`config.mk`:
```
export PLATFORM = sky130hd
export DESIGN_NAME = isc_collector
export DESIGN_NICKNAME = d
export VERILOG_FILES = /design/src/rtl/isc_collector.sv /design/src/rtl/isc_pkg.sv /design/src/rtl/isc_flag_if.sv /design/src/rtl/isc_flag_bank.sv /design/src/rtl/isc_main.sv
export SDC_FILE = /design/constraint.sdc
export NUM_CORES = 1
export LEC_CHECK = 0
export BUFFER_PORTS_ARGS = -buffer_cell sky130_fd_sc_hd__buf_2
export CAP_MARGIN = 5
export CELL_PAD_IN_SITES_DETAIL_PLACEMENT = 2
export CELL_PAD_IN_SITES_GLOBAL_PLACEMENT = 2
export CORE_MARGIN = 2
export CORE_UTILIZATION = 25
export CTS_CLUSTER_SIZE = 40
export DETAILED_ROUTE_END_ITERATION = 7
export PLACE_DENSITY_LB_ADDON = 0.1
export SLEW_MARGIN = 20
export SYNTH_ARGS = -nofsm -noshare
export SYNTH_HDL_FRONTEND = slang
export SYNTH_SLANG_ARGS = --single-unit
```
`constraint.sdc`:
```
create_clock -name clk -period 1.6 [get_ports clk]
set_clock_uncertainty 0.05 [all_clocks]
set_input_delay 0.08 -clock clk [delete_from_list [all_inputs] [get_ports clk]]
set_output_delay 0.08 -clock clk [all_outputs]
set_load 0.03 [all_outputs]
```
`src/rtl/isc_collector.sv`:
```
// interrupt status collector: spare place for helpers of the collector top
// assumes nothing; the collector and its flag bank carry all of the logic

```
`src/rtl/isc_pkg.sv`:
```
// constants of the interrupt status collector: offsets, bit positions, masks
// assumes byte addresses on a simple synchronous register port
package isc_pkg;
    localparam int ADDR_W = 12;
    localparam logic [ADDR_W-1:0] FLAGS_OFFSET = 12'h058;
    localparam logic [ADDR_W-1:0] ENABLE_OFFSET = 12'h05c;

    localparam int SW_BIT = 31;
    localparam int READY_BIT = 30;
    localparam int PHY_B_BIT = 27;
    localparam int PHY_A_BIT = 26;
    localparam int TIMER_BIT = 19;
    localparam int POWER_BIT = 17;

    // flags that the host clears by writing one
    localparam logic [31:0] W1C_MASK = 32'hc00a0000;
    // flags that only mirror an outside source
    localparam logic [31:0] MIRROR_MASK = 32'h0c000000;
    // enable bits that exist for the flags above
    localparam logic [31:0] ENABLE_MASK = 32'hcc0a0000;
    localparam logic [31:0] POWER_MASK = 32'h00020000;
    localparam logic [31:0] FLAGS_RESET = 32'h00000000;
    localparam logic [31:0] ENABLE_RESET = 32'h00000000;
    localparam int TIMER_W = 16;
endpackage

```
`src/rtl/isc_flag_if.sv`:
```
// set, clear and value vectors of the write-one-to-clear flag bank
// assumes one user drives set and clear, the bank drives the value
interface isc_flag_if;
    logic [31:0] set;
    logic [31:0] clear;
    logic [31:0] q;
    modport bank(input set, input clear, output q);
    modport user(output set, output clear, input q);
endinterface

```
`src/rtl/isc_flag_bank.sv`:
```
// bank of sticky flags, one flip-flop per bit that the mask names
// assumes clear already gated by the user; set always beats clear
module isc_flag_bank
    import isc_pkg::*;
#(
    parameter logic [31:0] MASK = W1C_MASK
) (
    input wire logic clk,
    input wire logic reset,
    isc_flag_if.bank flags
);
    // one cell per bit; unmasked bits are constant zero
    for (genvar i = 0; i < 32; i++) begin : g_bit
        if (MASK[i]) begin : g_used
            logic q_reg;
            logic q_next;
            // a set arriving with the clear is kept
            always_comb begin
                q_next = flags.set[i] | (q_reg & ~flags.clear[i]);
            end
            // cleared by reset
            always_ff @(posedge clk or posedge reset) begin
                if (reset) begin
                    q_reg <= 1'b0;
                end else begin
                    q_reg <= q_next;
                end
            end
            assign flags.q[i] = q_reg;
        end else begin : g_none
            assign flags.q[i] = 1'b0;
        end
    end

    a_set_wins: assert property (
        @(posedge clk) disable iff (reset)
        1'b1 |=> ((($past(flags.set) & MASK) & ~flags.q) == 32'h00000000))
        else $error("flag set was lost");
endmodule

```
`src/rtl/isc_main.sv`:
```
// top of the interrupt status collector: registers, flag sources, request
// assumes a synchronous register port; holdoff timer and sources are outside
// assumes reads and writes never share a cycle; a read answers one edge later

// Summary of operation
// flags follow sources whatever the enables
// flag reads one when condition met
// writing one clears, zero leaves unchanged
// enable bit rising sets software flag
// ready flag set once after reset
// bit 27 mirrors second phy event
// bit 26 mirrors first phy event
// timer wrap zero to all ones sets flag
// power event sets power flag
// power flag clears only after control bits clear
// power request bypasses the holdoff interval
// enable bit makes flag a request contributor
// global state shows any enabled active flag
// holdoff interval withholds the request pin
// request is or of flags and enables
// reset clears flags; read-only writes ignored
module isc_collector
    import isc_pkg::*;
#(
    parameter int TIMER_WIDTH = TIMER_W
) (
    input wire logic clk,
    input wire logic reset,
    input wire logic [ADDR_W-1:0] reg_addr,
    input wire logic reg_wr,
    input wire logic reg_rd,
    input wire logic [31:0] reg_wdata,
    input wire logic first_phy_event,
    input wire logic second_phy_event,
    input wire logic [TIMER_WIDTH-1:0] timer_count,
    input wire logic power_event_detect,
    input wire logic power_event_control_pending,
    input wire logic holdoff_active_state,
    output logic [31:0] reg_rdata,
    output logic reg_rvalid,
    output logic irq_request,
    output logic irq_global
);
    // write-one-to-clear flags live in the bank; the phy mirrors live here
    isc_flag_if w1c_bus();

    logic [31:0] enable_reg;
    logic [31:0] enable_next;
    logic [1:0] phy_mirror_reg;
    logic [1:0] phy_mirror_next;
    logic ready_seen_reg;
    logic ready_seen_next;
    logic timer_primed_reg;
    logic timer_primed_next;
    logic [TIMER_WIDTH-1:0] timer_prev_reg;
    logic [TIMER_WIDTH-1:0] timer_prev_next;
    logic [31:0] rdata_reg;
    logic [31:0] rdata_next;
    logic rvalid_reg;
    logic rvalid_next;
    logic request_reg;
    logic request_next;
    logic global_reg;
    logic global_next;

    logic write_flags;
    logic write_enable;
    logic software_flag_enable;
    logic software_rise;
    logic timer_wrap;
    logic [31:0] set_vec;
    logic [31:0] clear_vec;
    logic [31:0] mirror_vec;
    logic [31:0] interrupt_flags;
    logic [31:0] active_vec;
    logic irq_line;
    logic power_line;

    // register port decode; the two offsets never overlap
    always_comb begin
        write_flags = reg_wr && (reg_addr == FLAGS_OFFSET);
        write_enable = reg_wr && (reg_addr == ENABLE_OFFSET);
    end

    // event detectors for the software and timer sources
    always_comb begin
        software_flag_enable = enable_reg[SW_BIT];
        // only a fresh 0 to 1 write counts, else a held enable would re-raise it
        software_rise = write_enable && reg_wdata[SW_BIT] && !software_flag_enable;
        // primed guard keeps a stale zero after reset from faking a wrap
        timer_wrap = timer_primed_reg
            && (timer_prev_reg == {TIMER_WIDTH{1'b0}})
            && (timer_count == {TIMER_WIDTH{1'b1}});
    end

    // set requests into the sticky bank, one bit per source
    always_comb begin
        set_vec = 32'h00000000;
        set_vec[SW_BIT] = software_rise;
        set_vec[READY_BIT] = !ready_seen_reg;
        set_vec[TIMER_BIT] = timer_wrap;
        set_vec[POWER_BIT] = power_event_detect;
    end

    // host acknowledge; zeros and read-only positions fall out of the mask
    always_comb begin
        clear_vec = 32'h00000000;
        if (write_flags) begin
            clear_vec = reg_wdata & W1C_MASK;
            // power flag refuses the clear while control bits still pend
            if (power_event_control_pending) begin
                clear_vec = clear_vec & ~POWER_MASK;
            end
        end
    end

    // hand set and clear to the bank; the bank lets a set beat a clear
    assign w1c_bus.set = set_vec;
    assign w1c_bus.clear = clear_vec;

    isc_flag_bank #(
        .MASK(W1C_MASK)
    ) u_flag_bank (
        .clk(clk),
        .reset(reset),
        .flags(w1c_bus)
    );

    // next values of the source trackers
    always_comb begin
        phy_mirror_next = {second_phy_event, first_phy_event};
        ready_seen_next = 1'b1;
        timer_primed_next = 1'b1;
        timer_prev_next = timer_count;
    end

    // source trackers; the mirrors cost one cycle of lag behind the phys
    always_ff @(posedge clk or posedge reset) begin
        if (reset) begin
            phy_mirror_reg <= 2'h0;
            ready_seen_reg <= 1'b0;
            timer_primed_reg <= 1'b0;
            timer_prev_reg <= {TIMER_WIDTH{1'b0}};
        end else begin
            phy_mirror_reg <= phy_mirror_next;
            ready_seen_reg <= ready_seen_next;
            timer_primed_reg <= timer_primed_next;
            timer_prev_reg <= timer_prev_next;
        end
    end

    // the visible flag word: sticky flags plus read-only mirrors
    always_comb begin
        mirror_vec = 32'h00000000;
        mirror_vec[PHY_B_BIT] = phy_mirror_reg[1];
        mirror_vec[PHY_A_BIT] = phy_mirror_reg[0];
        // reserved bits stay zero since neither source drives them
        interrupt_flags = (w1c_bus.q & W1C_MASK) | (mirror_vec & MIRROR_MASK);
    end

    // enable register; only defined enable bits can be written
    always_comb begin
        enable_next = enable_reg;
        if (write_enable) begin
            enable_next = reg_wdata & ENABLE_MASK;
        end
    end

    always_ff @(posedge clk or posedge reset) begin
        if (reset) begin
            enable_reg <= ENABLE_RESET;
        end else begin
            enable_reg <= enable_next;
        end
    end

    // request logic; enables gate the request, never the flags
    always_comb begin
        active_vec = interrupt_flags & enable_reg;
        irq_line = |active_vec;
        power_line = |(active_vec & POWER_MASK);
        global_next = irq_line;
        // power events skip the holdoff so a wake-up is never delayed
        request_next = (irq_line && !holdoff_active_state) || power_line;
    end

    // read mux; unknown offsets read as zero rather than aliasing
    always_comb begin
        rdata_next = rdata_reg;
        rvalid_next = reg_rd;
        if (reg_rd) begin
            if (reg_addr == FLAGS_OFFSET) begin
                rdata_next = interrupt_flags;
            end else if (reg_addr == ENABLE_OFFSET) begin
                rdata_next = enable_reg;
            end else begin
                rdata_next = 32'h00000000;
            end
        end
    end

    // output flops; every top output comes straight from here
    always_ff @(posedge clk or posedge reset) begin
        if (reset) begin
            rdata_reg <= FLAGS_RESET;
            rvalid_reg <= 1'b0;
            request_reg <= 1'b0;
            global_reg <= 1'b0;
        end else begin
            rdata_reg <= rdata_next;
            rvalid_reg <= rvalid_next;
            request_reg <= request_next;
            global_reg <= global_next;
        end
    end

    assign reg_rdata = rdata_reg;
    assign reg_rvalid = rvalid_reg;
    assign irq_request = request_reg;
    assign irq_global = global_reg;

    // global state follows the enabled flags one edge later
    a_global_follows: assert property (
        @(posedge clk) disable iff (reset)
        1'b1 |=> (irq_global == $past(irq_line)))
        else $error("global state lost an enabled flag");

    // mirrors copy the phy lines with one cycle of lag
    a_mirror_phy: assert property (
        @(posedge clk) disable iff (reset)
        1'b1 |=> ((interrupt_flags[PHY_B_BIT] == $past(second_phy_event))
            && (interrupt_flags[PHY_A_BIT] == $past(first_phy_event))))
        else $error("phy mirror out of step");

    // a wrap from zero to all ones must leave the timer flag up
    a_timer_wrap: assert property (
        @(posedge clk) disable iff (reset)
        timer_wrap |=> interrupt_flags[TIMER_BIT])
        else $error("timer wrap not flagged");

    // an enabled power flag raises the request even inside a holdoff
    a_power_bypass: assert property (
        @(posedge clk) disable iff (reset)
        power_line |=> irq_request)
        else $error("power request held back");

    // other flags stay off the request pin during a holdoff
    a_holdoff_blocks: assert property (
        @(posedge clk) disable iff (reset)
        (holdoff_active_state && !power_line) |=> !irq_request)
        else $error("request leaked through holdoff");

    // pending control bits keep the power flag standing
    a_power_held: assert property (
        @(posedge clk) disable iff (reset)
        (interrupt_flags[POWER_BIT] && power_event_control_pending)
            |=> interrupt_flags[POWER_BIT])
        else $error("power flag cleared too early");
endmodule

```
---- Word level (Yosys, flattened, before mapping) ----
Index checks and enable logic that the tools add are counted.
operators by class
  equal/unequal tests ..................... 3
  muxes and demuxes ....................... 4
  bitwise logic cells ..................... 14
  reduce and logical (&&, ||, !) cells .... 13
operator list
  kind                                                                    number
  32-bit two-way mux                                                      3
  32-bit bitwise AND                                                      1
  32-bit by 28-bit bitwise OR with 32-bit output                          1
  32-bit OR reduction                                                     1
  12-bit by 7-bit equality test with 1-bit output, second input constant  2
  18-bit two-way mux                                                      1
  16-bit equality test, second input constant                             1
  16-bit zero test                                                        1
  1-bit logical AND                                                       7
  1-bit bitwise AND                                                       4
  1-bit inverter                                                          4
  1-bit bitwise OR                                                        4
  1-bit zero test                                                         3
  1-bit logical OR                                                        1
word-level totals
  register bits after elaboration ......... 64
  input port bits ......................... 69
  output and inout port bits .............. 35
  word-level logic and storage cells ...... 46

---- Depth between registers and ports, before layout ----
Gate-level depths: netlist of the first run.
  depth in word-level cells ............... 6
  depth in mapped cells ................... 5
  gate-level depth less buffers ........... 4

---- Hierarchy ----
A second synthesis of the first run with hierarchy kept.
unflattened totals
  cell total of the unflattened synthesis .. 164
  area, all modules ....................... 1880.6 um^2
by module, submodules not included
  module         times used  cells an instance  area an instance (um^2)
  isc_collector  1           118                1487.7
  isc_flag_bank  1           46                 392.9

---- Worst setup path after synthesis of the first run ----
No wires, ideal clock.
  kind .................................... input -> register
  start ................................... input port reg_addr[11]
  end ..................................... register enable_reg[17]
  arrival ................................. 1326 ps
  setup slack ............................. 99 ps
  stages on the path ...................... 4
  cells stage by stage .................... or4_4 > nor3_4 > nand3_4 > mux2_4
on the way
  word-level cells in the longest chain between the ends .. 2
RTL lines
  what                                             line             source
  start, declared                                  isc_main.sv:29   input wire logic [ADDR_W-1:0] reg_addr,
  12-bit by 7-bit equality test with 1-bit output  isc_main.sv:82   write_enable = reg_wr && (reg_addr == ENABLE_OFFSET);
  1-bit logical AND                                isc_main.sv:82
  end signal, assigned                             isc_main.sv:173  enable_reg <= enable_next;
  end, declared                                    isc_main.sv:47   logic [31:0] enable_reg;
Every way passes these cells.
A chain may end at the register's enable or synchronous reset.

---- Worst setup path in the final report of the first run ----
  start ................................... register timer_prev_reg[4]
  end ..................................... register u_flag_bank.g_bit[19].g_used.q_reg
on the way
  word-level cells in the longest chain between the ends .. 4
RTL lines
  what                                     line                 source
  start, declared                          isc_main.sv:55       logic [TIMER_WIDTH-1:0] timer_prev_reg;
  start signal, assigned                   isc_main.sv:143      timer_prev_reg <= {TIMER_WIDTH{1'b0}};
  start signal, assigned                   isc_main.sv:148      timer_prev_reg <= timer_prev_next;
  16-bit zero test                         isc_main.sv:92       && (timer_prev_reg == {TIMER_WIDTH{1'b0}})
  1-bit logical AND                        isc_main.sv:92
  1-bit logical AND                        isc_main.sv:93       && (timer_count == {TIMER_WIDTH{1'b1}});
  1-bit bitwise OR                         isc_flag_bank.sv:19  q_next = flags.set[i] | (q_reg & ~flags.clear[i]);
  net u_flag_bank.g_bit[19].g_used.q_next  isc_flag_bank.sv:16  logic q_next;
  end signal, assigned                     isc_flag_bank.sv:26  q_reg <= q_next;
  end, declared                            isc_flag_bank.sv:15  logic q_reg;
The timed path passes the listed nets, and every way through them passes these cells.

==> results of run 1 <==
-- critical path, delay by kind of cell, from the launching register on --
kind,cells,cell delay [ns]
AO/OA/AOI/OAI,1,0.14
flip-flops,1,0.36
AND/OR/NAND/NOR,3,0.89
-- final cells by class --
class                      instances  area [um2]  share of cell area, %
timing repair buffer              81         548                   23.7
inverter                           7        26.3                   1.14
tap                               77        96.3                   4.17
clock inverter                     1        30.0                   1.30
sequential                        38         951                   41.2
multi-input combinational         80         574                   24.9
clock buffer                       6        82.6                   3.58
-- logic make-up after synthesis --
| family | Yosys count |
|---|---|
| other cells | 2 |
| buf+inv | 34 |
| flops | 38 |
| simple gates | 28 |
| compound gates | 13 |
| mux | 12 |
-- through the flow --
step	cell area, um2	utilization, %	std cells	power [uW]	setup slack, ns
3_5_place_dp	1930	30.2	256	1220	-0.107
4_1_cts	2310	36.1	290	2100	0.0891
5_1_grt	2310	36.1	290	2170	0.000876
3_3_place_gp	1930	30.2	256	1220	-0.0936
2_1_floorplan	1750	-	152	1190	0.0991
6_report	2310	36.1	290	2070	0.0845
-- Yosys cell counts --
master	count
mux2_4	6
a21bo_2	1
dfrtp_1	38
or4_1	2
or3b_2	1
nor4_1	2
a21o_1	1
buf_4	27
conb_1	2
nand4_1	4
a22oi_1	2
nand3b_1	1
nand2_1	6
or4_4	1
nor4_4	1
nor3_4	1
mux2i_1	6
nand4bb_4	1
o2bb2ai_1	2
nand4b_1	2
o22ai_1	6
nand3_4	1
nand2b_1	2
nand3_1	1
nor2_1	2
inv_1	7
a21boi_0	1
-- timing repair --
| action | in CTS | in global routing |
|---|---|---|
| setup endpoints to repair | 0 | 0 |
| hold buffers | 27 | 0 |
| endpoints found under the hold margin | 64 | 0 |
-- power groups by stage --
stage	logic (uW)	clock network, uW	registers [uW]
2_1_floorplan	173	0	1010
3_3_place_gp	204	0	1010
3_5_place_dp	208	0	1010
4_1_cts	260	849	995
5_1_grt	281	890	998
6_report	258	814	995
-- layer usage --
layer	up-vias	global-route usage [%]	wire length, um
met5	-	0	0
met4	0	4.76	38
met3	2	2.89	206
met2	43	22.2	2260
met1	586	14.3	1600
li1	557	-	-
-- final timing paths --
path / from / endpoint / slack [ns] / cells past startpoint
max: timer_prev_reg[4] / u_flag_bank.g_bit[19].g_used.q_reg / 0.08 / 4
min: reg_wdata[31] / enable_reg[31] / 0.02 / 2
max reg2reg: timer_prev_reg[4] / u_flag_bank.g_bit[19].g_used.q_reg / 0.08 / 4
min reg2reg: u_flag_bank.g_bit[31].g_used.q_reg / u_flag_bank.g_bit[31].g_used.q_reg / 0.47 / 1
max in group asynchronous: reset / reg_rdata[31] / 0.75 / 4
min in group asynchronous: reset / timer_prev_reg[11] / 0.41 / 4
==> key figures, run 1 <==
Run status
  – Status: complete, no violations

Timing
  – Final worst hold slack: 0.0211 ns
  – Final min period: 1.52 ns
  – Max Slew Vio Count: 0
  – Final setup viols: 0
  – Final Hold Viols: 0
  – Total Neg Setup Slack: 0 ns
  – Final Cycle Share: 94.7%
  – RSZ-0062 raised after global routing: no
  – Max Clock Freq: 0.660 GHz

Routing
  – Initial DRT Pass Iterations: 2
  – Routed Antenna Nets: 0
  – DR iter-0 viols: 9
  – Drt total wl: 4110 um
  – Drt wl/cell: 14.2 um
  – Residual DRC: 0
  – Vias: 1,188
  – Via/cell ratio: 4.10

Synthesis
  – Compound-Gate Fraction of Synth Area: 5.73%
  – Post-Synth Adder-Cell Area: 0%
  – Synth Instances: 127
  – Leading area contributor after synthesis: dfrtp_1
  – Synthesized area per cell: 13.1 um2
  – Post-synth top area share: 57.3%
  – Mapped Area: 1660 um2
  – Largest family of logic cells by synthesized area: buffers and inverters
  – Synth warn: 0
  – Seq cells post-synth: 38
  – Post-synthesis mux area share: 9.04%
  – Seq/Total Area, Yosys: 57.3%
  – Synth Area in XOR/XNOR: 0%
  – Simple-gate portion of the synthesized area: 13.7%
  – Synth top area cells: dfrtp_1 57%, buf_4 12%, mux2_4 5.4%, mux2i_1 3.6%, o22ai_1 2.3%
  – Yosys cell types: 27

Critical path
  – CP Capture Type: flop
  – Worst stage delay on the critical path: 0.52 ns
  – Startpoint types: flop
  – Slowest-stage cell, CP: or4_1
  – Crit path cell chain: or4_1, nor4_1, nand4_1, o2bb2ai_1
  – Crit path required time: 1.76 ns
  – Top fanout value on the critical path: 1
  – Setup CP Type: flop to flop
  – WP data arrival: 1.68 ns

Clock tree
  – Post-CTS Setup Bufs: 0
  – Clk sinks: 38
  – Max Root-Sink Buffers: 2
  – Root buffer cell: clkbuf_8
  – CTS Buf Count: 5
  – Clock transition at the registers of the reported paths: 0.07 ns
  – CTS tree: yes
  – Post-cts gate resize count: 0
  – H-tree levels: 2
  – Clock Latency Late Sink: 0.28 ns

Floorplan
  – Die area: 7310 um2
  – Row count: 29
  – Die extent in x: 85.5 um
  – Die Span Y: 85.5 um
  – Core Box Area: 6390 um2
  – Top Ports: 104
  – Starting Density: 26.0%

Final layout
  – Fillers: 708
  – Share of layout cells above drive strength 1: 34.7%
  – Final nets: 282
  – # diodes: 0
  – P&R area growth vs syn: 39.0%
  – Most frequent cells in the layout: 51 x buf_2, 38 x dfrtp_1, 27 x conb_1, 27 x dlygate4sd3_1, 7 x inv_1
  – Max FFs per register: 16
  – Commonest non-fill, non-tap cell in the layout: buf_2

Power and ir drop
  – PD cells: 895 nW/um2
  – Seq pwr share: 48.1%
  – Internal power: 1590 uW
  – VDD IR-drop max: 0.451 mV
  – Switching power share of the total: 23.3%
  – Comb pwr share: 12.5%
  – Clock power frac: 39.4%
  – Sw Pwr: 481 uW
  – Leakage: 0.00113 uW

Placed design
  – Port Buf Inserts: 51
  – Dpl hpwl: 2940 um
  – Gp weighted congestion: 0.692

GRT
  – Initial antenna violation count: 0
  – First-pass GRT wire length: 6860 um
  – Largest net degree at the start of global routing: 39
  – Total track usage: 12.4%
  – GRT Residual Overflow: 0
  – Vias in the first global route: 1,331

Hold path
  – Min-Delay Path Class: input port to flop

Flow run
  – Max Cap Viol: 0
Note: power is estimated with default switching activity, not from simulation.
==> run 2: changes to the inputs <==
ABC_AREA = 1   (was unset)
CORE_UTILIZATION = 23   (was 25)
==> run 2 against run 1 <==
Via count rose by 28%. Hold slack gained 0.0012 ns. Largest power group unchanged. Critical path type is now input port to flop. Sequential power about the same.
==> key figures, run 2 <==
Run status
  – Status: complete, no violations

Clock tree
  – Post-CTS Setup Bufs: 0 (unchanged)
  – CTS Buf Count: 5 (unchanged)
  – Clk sinks: 38 (unchanged)
  – Clock Latency Late Sink: 0.28 ns (about the same)
  – Clock transition at the registers of the reported paths: 0.08 ns (about the same)
  – CTS tree: yes
  – H-tree levels: 2 (unchanged)
  – Root buffer cell: clkbuf_8
  – Max Root-Sink Buffers: 2 (unchanged)

Final layout
  – Final nets: 358 (+27%)
  – Non-filler cells, final: 392 (+35%)
  – Util after Layout: 31.9% (-4.3 points)
  – Commonest non-fill, non-tap cell in the layout: nand2_1
  – Share of layout cells above drive strength 1: 24.5% (-10 points)
  – Most frequent cells in the layout: 56 x nand2_1, 51 x buf_2, 38 x dfrtp_1, 27 x conb_1, 27 x dlygate4sd3_1
  – Fillers: 898 (+27%)
  – P&R area growth vs syn: 35.8%
  – Max FFs per register: 16 (unchanged)
  – # diodes: 0 (unchanged)

Power and ir drop
  – Clock power frac: 35.1% (-4.3 points)
  – Switching power share of the total: 26.6% (+3.4 points)
  – Internal power: 1430 uW (-9.7%)
  – Sw Pwr: 520 uW (+8.2%)
  – Seq pwr share: 51.0% (+2.9 points)
  – VDD IR-drop max: 0.333 mV (-26%)
  – Leakage: 0.00130 uW (+15%)
  – Pwr Total: 1950 uW (-5.6%)
  – PD cells: 801 nW/um2 (-11%)
  – Comb pwr share: 13.9% (+1.4 points)

Critical path
  – CP Capture Type: flop
  – Startpoint types: input port
  – Setup CP Type: input port to flop
  – Top fanout value on the critical path: 2 (+1)
  – Crit path required time: 1.78 ns (+0.02 ns)
  – WP data arrival: 1.27 ns (-0.41 ns)

Floorplan
  – Die extent in x: 92.4 um (+8.0%)
  – Row count: 32 (+10%)
  – Die Span Y: 92.4 um (+8.0%)
  – Die area: 8530 um2 (+17%)
  – Core Box Area: 7650 um2 (+20%)
  – Top Ports: 104 (unchanged)
  – Starting Density: 23.5% (-2.5 points)

Synthesis
  – Main synth FF type: dfrtp_1
  – Post-synth EDFFs: 0 (unchanged)
  – Compound-Gate Fraction of Synth Area: 3.90% (-1.8 points)
  – Fraction of registers with async set or reset after synthesis: 100% (unchanged)
  – Simple-gate portion of the synthesized area: 26.8% (+13 points)
  – Seq cells post-synth: 38 (unchanged)
  – Post-synth top area share: 53.0% (-4.3 points)
  – Leading area contributor after synthesis: dfrtp_1
  – Post-Synth Adder-Cell Area: 0% (unchanged)
  – Synth Instances: 205 (+61%)
  – Synth warn: 0 (unchanged)
  – Count leader, synth: nand2_1
  – Yosys cell types: 20 (-26%)
  – Synthesized area per cell: 8.76 um2 (-33%)
  – Post-synthesis mux area share: 0% (-9.0 points)
  – Mapped Area: 1800 um2 (+8.1%)
  – Synth top area cells: dfrtp_1 53%, nand2_1 12%, buf_4 11%, nor2_1 4.4%, inv_1 4.2%
  – Seq/Total Area, Yosys: 53.0% (-4.3 points)
  – Largest family of logic cells by synthesized area: simple AND/OR/NAND/NOR gates
  – Post-synth top cells: 56 x nand2_1, 38 x dfrtp_1, 26 x buf_4
  – Synth Area in XOR/XNOR: 0% (unchanged)

Routing
  – Vias: 1,525 (+28%)
  – DR iter-0 viols: 22 (+13)
  – Residual DRC: 0 (unchanged)
  – Via/cell ratio: 3.89 (-5.0%)
  – Drt wl/cell: 11.2 um (-21%)
  – Routed Antenna Nets: 0 (unchanged)
  – Initial DRT Pass Iterations: 3 (+1)
  – Drt total wl: 4400 um (+7.1%)

Placed design
  – Dpl hpwl: 3300 um (+12%)
  – Gp weighted congestion: 0.709 (+2.4%)
  – Port Buf Inserts: 51 (unchanged)
  – Cells after DPL: 357 (+39%)

GRT
  – Initial antenna violation count: 0 (unchanged)
  – Vias in the first global route: 1,643 (+23%)
  – Total track usage: 11.4% (-1.0 points)
  – First-pass GRT wire length: 7710 um (+12%)
  – Largest net degree at the start of global routing: 39 (unchanged)
  – GRT Residual Overflow: 0 (unchanged)

Timing
  – RSZ-0062 raised after global routing: no
  – Max Clock Freq: 0.920 GHz (+39%)
  – Final setup viols: 0 (unchanged)
  – Final Hold Viols: 0 (unchanged)
  – Max Slew Vio Count: 0 (unchanged)
  – Final Cycle Share: 67.9% (-27 points)
  – Total Neg Setup Slack: 0 ns (unchanged)
  – Final min period: 1.09 ns (-0.429 ns)

Hold path
  – Min-Delay Path Class: input port to flop

Flow run
  – Max Cap Viol: 0 (unchanged)
## run 2: power groups by stage
stage               sequential [uW]  combinational, uW  clock [uW]
detailed placement             1020                222           0
finish                          997                271         685
CTS                             997                273         718
floorplan                      1020                178           0
global placement               1020                220           0
global route                   1000                300         760
## run 2: layer usage
layer	vias to the layer above	global-route usage (%)	part of all wire [%]
met4	0	3.36	0.89
met2	39	19.7	52
met5	-	0	0
li1	751	-	-
met1	731	14.0	43
met3	4	2.60	4.2
## run 2: stage by stage
stage | hold WS, ns | instance area [um2] | setup slack (ns)
after floorplan | 0.0614 | 1890 | 0.609
after global placement | 0.140 | 2070 | 0.317
after detailed placement | 0.144 | 2070 | 0.294
after CTS | 0.00699 | 2440 | 0.539
after global routing | 0.0340 | 2440 | 0.433
final | 0.0223 | 2440 | 0.514
## run 2: layout make-up
| type | instances | area, um2 | area share [%] |
|---|---|---|---|
| well taps | 102 | 128 | 5.23 |
| flip-flops and latches | 38 | 951 | 39.0 |
| clock inverters | 2 | 12.5 | 0.513 |
| multi-input cells | 144 | 653 | 26.8 |
| clock buffers | 6 | 82.6 | 3.39 |
| inverters | 21 | 78.8 | 3.23 |
| repair buffers | 79 | 533 | 21.9 |
## run 2: worst max-delay path, cell delays in order
cell and delay [ns]:
dlygate4sd3_1 0.53, buf_2 0.12, nand2_1 0.06, nor2_1 0.11
nand3b_1 0.10, nor2_1 0.11, nand3_1 0.09, nand2_1 0.06
## run 2: cell families (layout without fill, tap and decap cells)
family	after synthesis	after routing
simple gates	108	108
other cells	2	27
compound gates	9	9
buf+inv	48	108
flops	38	38
## run 2: worst paths after layout
check	to	depth (start not counted)	slack, ns	from
setup reg to reg	irq_request	3	0.55	u_flag_bank.g_bit[30].g_used.q_reg
hold / removal	irq_request	3	0.02	holdoff_active_state
hold reg to reg	u_flag_bank.g_bit[30].g_used.q_reg	1	0.40	timer_primed_reg
setup / recovery	u_flag_bank.g_bit[19].g_used.q_reg	8	0.51	timer_count[8]
min in group asynchronous	timer_prev_reg[6]	4	0.40	reset
max in group asynchronous	reg_rdata[19]	4	0.75	reset
## run 2: repair_timing
action                    in CTS  in global routing
hold buffers                  27                  0
hold endpoints to repair      64                  0
gates resized for setup        0                  0
==> run 3: changes to the inputs <==
clock period = 1 ns   (was 1.6 ns; I/O delays follow)
==> run 3 against run 2 <==
The flow now finishes with violations (negative setup slack). Core utilization increased by 1.9 points. Sequential cell count unchanged. Hold slack got worse by 0.0063 ns. Die area unchanged. Routed wire length increased by 2.9%. Setup slack got worse by 0.52 ns. Sequential power increased by 60%. Critical path depth decreased by 5. Via count increased by 2.5%. Cell area increased by 5.8%. Critical path type is now flop to flop. Critical endpoint is now irq_request. Largest power group unchanged. Highest routed layer unchanged.
==> key figures, run 3 (synthesized netlist as in run 2, its figures left out) <==
Critical path
  – Slowest-stage cell, CP: dfrtp_1
  – Crit path cell chain: a22o_1, nor2_2, a21boi_1
  – Startpoint types: flop
  – Worst stage delay on the critical path: 0.40 ns (-0.13 ns)
  – Setup CP Type: flop to flop
  – CP Capture Type: flop
  – WP data arrival: 1.13 ns (-0.14 ns)
  – Top fanout value on the critical path: 2 (unchanged)
  – Crit path required time: 1.12 ns (-0.66 ns)

Floorplan
  – Die Span Y: 92.4 um (unchanged)
  – Top Ports: 104 (unchanged)
  – Starting Density: 23.5% (unchanged)
  – Die area: 8530 um2 (unchanged)
  – Row count: 32 (unchanged)
  – Core Box Area: 7650 um2 (unchanged)
  – Die extent in x: 92.4 um (unchanged)

Hold path
  – Min-Delay Path Class: input port to flop

Clock tree
  – H-tree levels: 2 (unchanged)
  – Max Root-Sink Buffers: 2 (unchanged)
  – Clock transition at the registers of the reported paths: 0.07 ns (about the same)
  – CTS Buf Count: 5 (unchanged)
  – Clk sinks: 38 (unchanged)
  – Root buffer cell: clkbuf_8
  – Clock Latency Late Sink: 0.28 ns (about the same)
  – CTS tree: yes

GRT
  – Initial antenna violation count: 0 (unchanged)
  – Largest net degree at the start of global routing: 39 (unchanged)
  – First-pass GRT wire length: 7650 um (-0.80%)
  – Vias in the first global route: 1,618 (-1.5%)
  – Total track usage: 11.3% (-0.033 points)
  – GRT Residual Overflow: 0 (unchanged)

Final layout
  – Design area: 2580 um2 (+5.8%)
  – Max FFs per register: 16 (unchanged)
  – Share of layout cells above drive strength 1: 29.1% (+4.7 points)
  – Fillers: 904 (+0.67%)
  – # diodes: 0 (unchanged)
  – Most frequent cells in the layout: 56 x nand2_1, 50 x buf_2, 38 x dfrtp_1, 27 x conb_1, 27 x dlygate4sd3_1
  – Final nets: 370 (+3.4%)
  – P&R area growth vs syn: 43.8%
  – Commonest non-fill, non-tap cell in the layout: nand2_1

Power and ir drop
  – PD cells: 1280 nW/um2 (+60%)
  – Internal power: 2480 uW (+73%)
  – Comb pwr share: 13.5% (-0.4 points)
  – Clock power frac: 38.4% (+3.3 points)
  – Sw Pwr: 831 uW (+60%)
  – Switching power share of the total: 25.1% (-1.6 points)
  – VDD IR-drop max: 0.517 mV (+55%)
  – Leakage: 0.00138 uW (+5.9%)
  – Seq pwr share: 48.2% (-2.8 points)

Timing
  – Post-route setup slack: -0.00942 ns (-0.523 ns)
  – RSZ-0062 raised after global routing: yes
  – Max Clock Freq: 0.991 GHz
  – Final Cycle Share: 101%
  – Final Hold Viols: 0 (unchanged)
  – Final setup viols: 1 (+1)
  – Max Slew Vio Count: 0 (unchanged)
  – Final min period: 1.01 ns

Placed design
  – Port Buf Inserts: 51 (unchanged)
  – Dpl hpwl: 3440 um (+4.2%)
  – Pre-CTS setup slack: -0.139 ns (-0.434 ns)
  – DP Area: 2180 um2 (+4.9%)
  – Gp weighted congestion: 0.716 (+1.0%)

Routing
  – Drt total wl: 4520 um (+2.9%)
  – Via/cell ratio: 3.87 (-0.55%)
  – Vias: 1,563 (+2.5%)
  – Residual DRC: 0 (unchanged)
  – DR iter-0 viols: 48 (+120%)
  – Routed Antenna Nets: 0 (unchanged)
  – Initial DRT Pass Iterations: 4 (+1)
  – Drt wl/cell: 11.2 um (-0.19%)

Flow run
  – Max Cap Viol: 0 (unchanged)

Run status
  – Status: finished with violations
  – Failing checks: negative setup slack
[run 3: area by class of cell]
| class | count | area (um2) | area share, % |
|---|---|---|---|
| well taps | 102 | 128 | 4.94 |
| multi-input cells | 144 | 673 | 26.1 |
| flip-flops and latches | 38 | 951 | 36.8 |
| clock inverters | 3 | 40.0 | 1.55 |
| clock buffers | 5 | 68.8 | 2.67 |
| inverters | 21 | 78.8 | 3.05 |
| repair buffers | 91 | 642 | 24.9 |
[run 3: final timing paths]
kind / start / endpoint / slack [ns] / cells past startpoint
setup / recovery: u_flag_bank.g_bit[30].g_used.q_reg / irq_request / -0.009 / 3
hold / removal: holdoff_active_state / irq_request / 0.02 / 3
setup reg to reg: u_flag_bank.g_bit[30].g_used.q_reg / irq_request / -0.009 / 3
hold reg to reg: timer_primed_reg / u_flag_bank.g_bit[30].g_used.q_reg / 0.40 / 1
max in group asynchronous: reset / timer_primed_reg / 0.40 / 4
min in group asynchronous: reset / phy_mirror_reg[0] / 0.31 / 4
[run 3: layer usage]
metal / up-vias / global-route usage (%) / share of wire, %
li1: 780 / - / -
met1: 740 / 14.2 / 44
met2: 38 / 19.7 / 51
met3: 5 / 2.44 / 4.0
met4: 0 / 2.99 / 1.1
met5: - / 0 / 0
[run 3: worst max-delay path, delay by kind of cell, from the launching register on]
kind / cells / cell delay, ns
and+or+nand+nor: 1 / 0.11
AOI/OAI and AO/OA: 2 / 0.33
DFF: 1 / 0.40
[run 3: timing repair]
action	CTS	global route
endpoints found under the hold margin	65	0
buffers inserted	0	1
hold buffers	27	0
pin swaps	0	2
gates resized for setup	2	5
setup endpoints to repair	2	6
[run 3: power by group through the flow]
stage | Combinational (uW) | Sequential [uW] | Clock (uW)
floorplan | 285 | 1630 | 0
CTS | 452 | 1590 | 1330
global placement | 366 | 1620 | 0
detailed placement | 369 | 1630 | 0
finish | 446 | 1600 | 1270
global route | 491 | 1600 | 1370
[run 3: per-stage QoR]
stage	util [%]	setup TNS [ns]	hold slack (ns)	power, uW	std cells
2_1_floorplan	-	0	0.0314	1920	230
3_3_place_gp	28.5	-0.841	0.0708	1990	369
3_5_place_dp	28.5	-1.32	0.0758	1990	369
4_1_cts	33.4	-0.0242	0.0174	3380	404
5_1_grt	33.8	-0.233	0.0321	3470	404
6_report	33.8	-0.00942	0.0160	3310	404
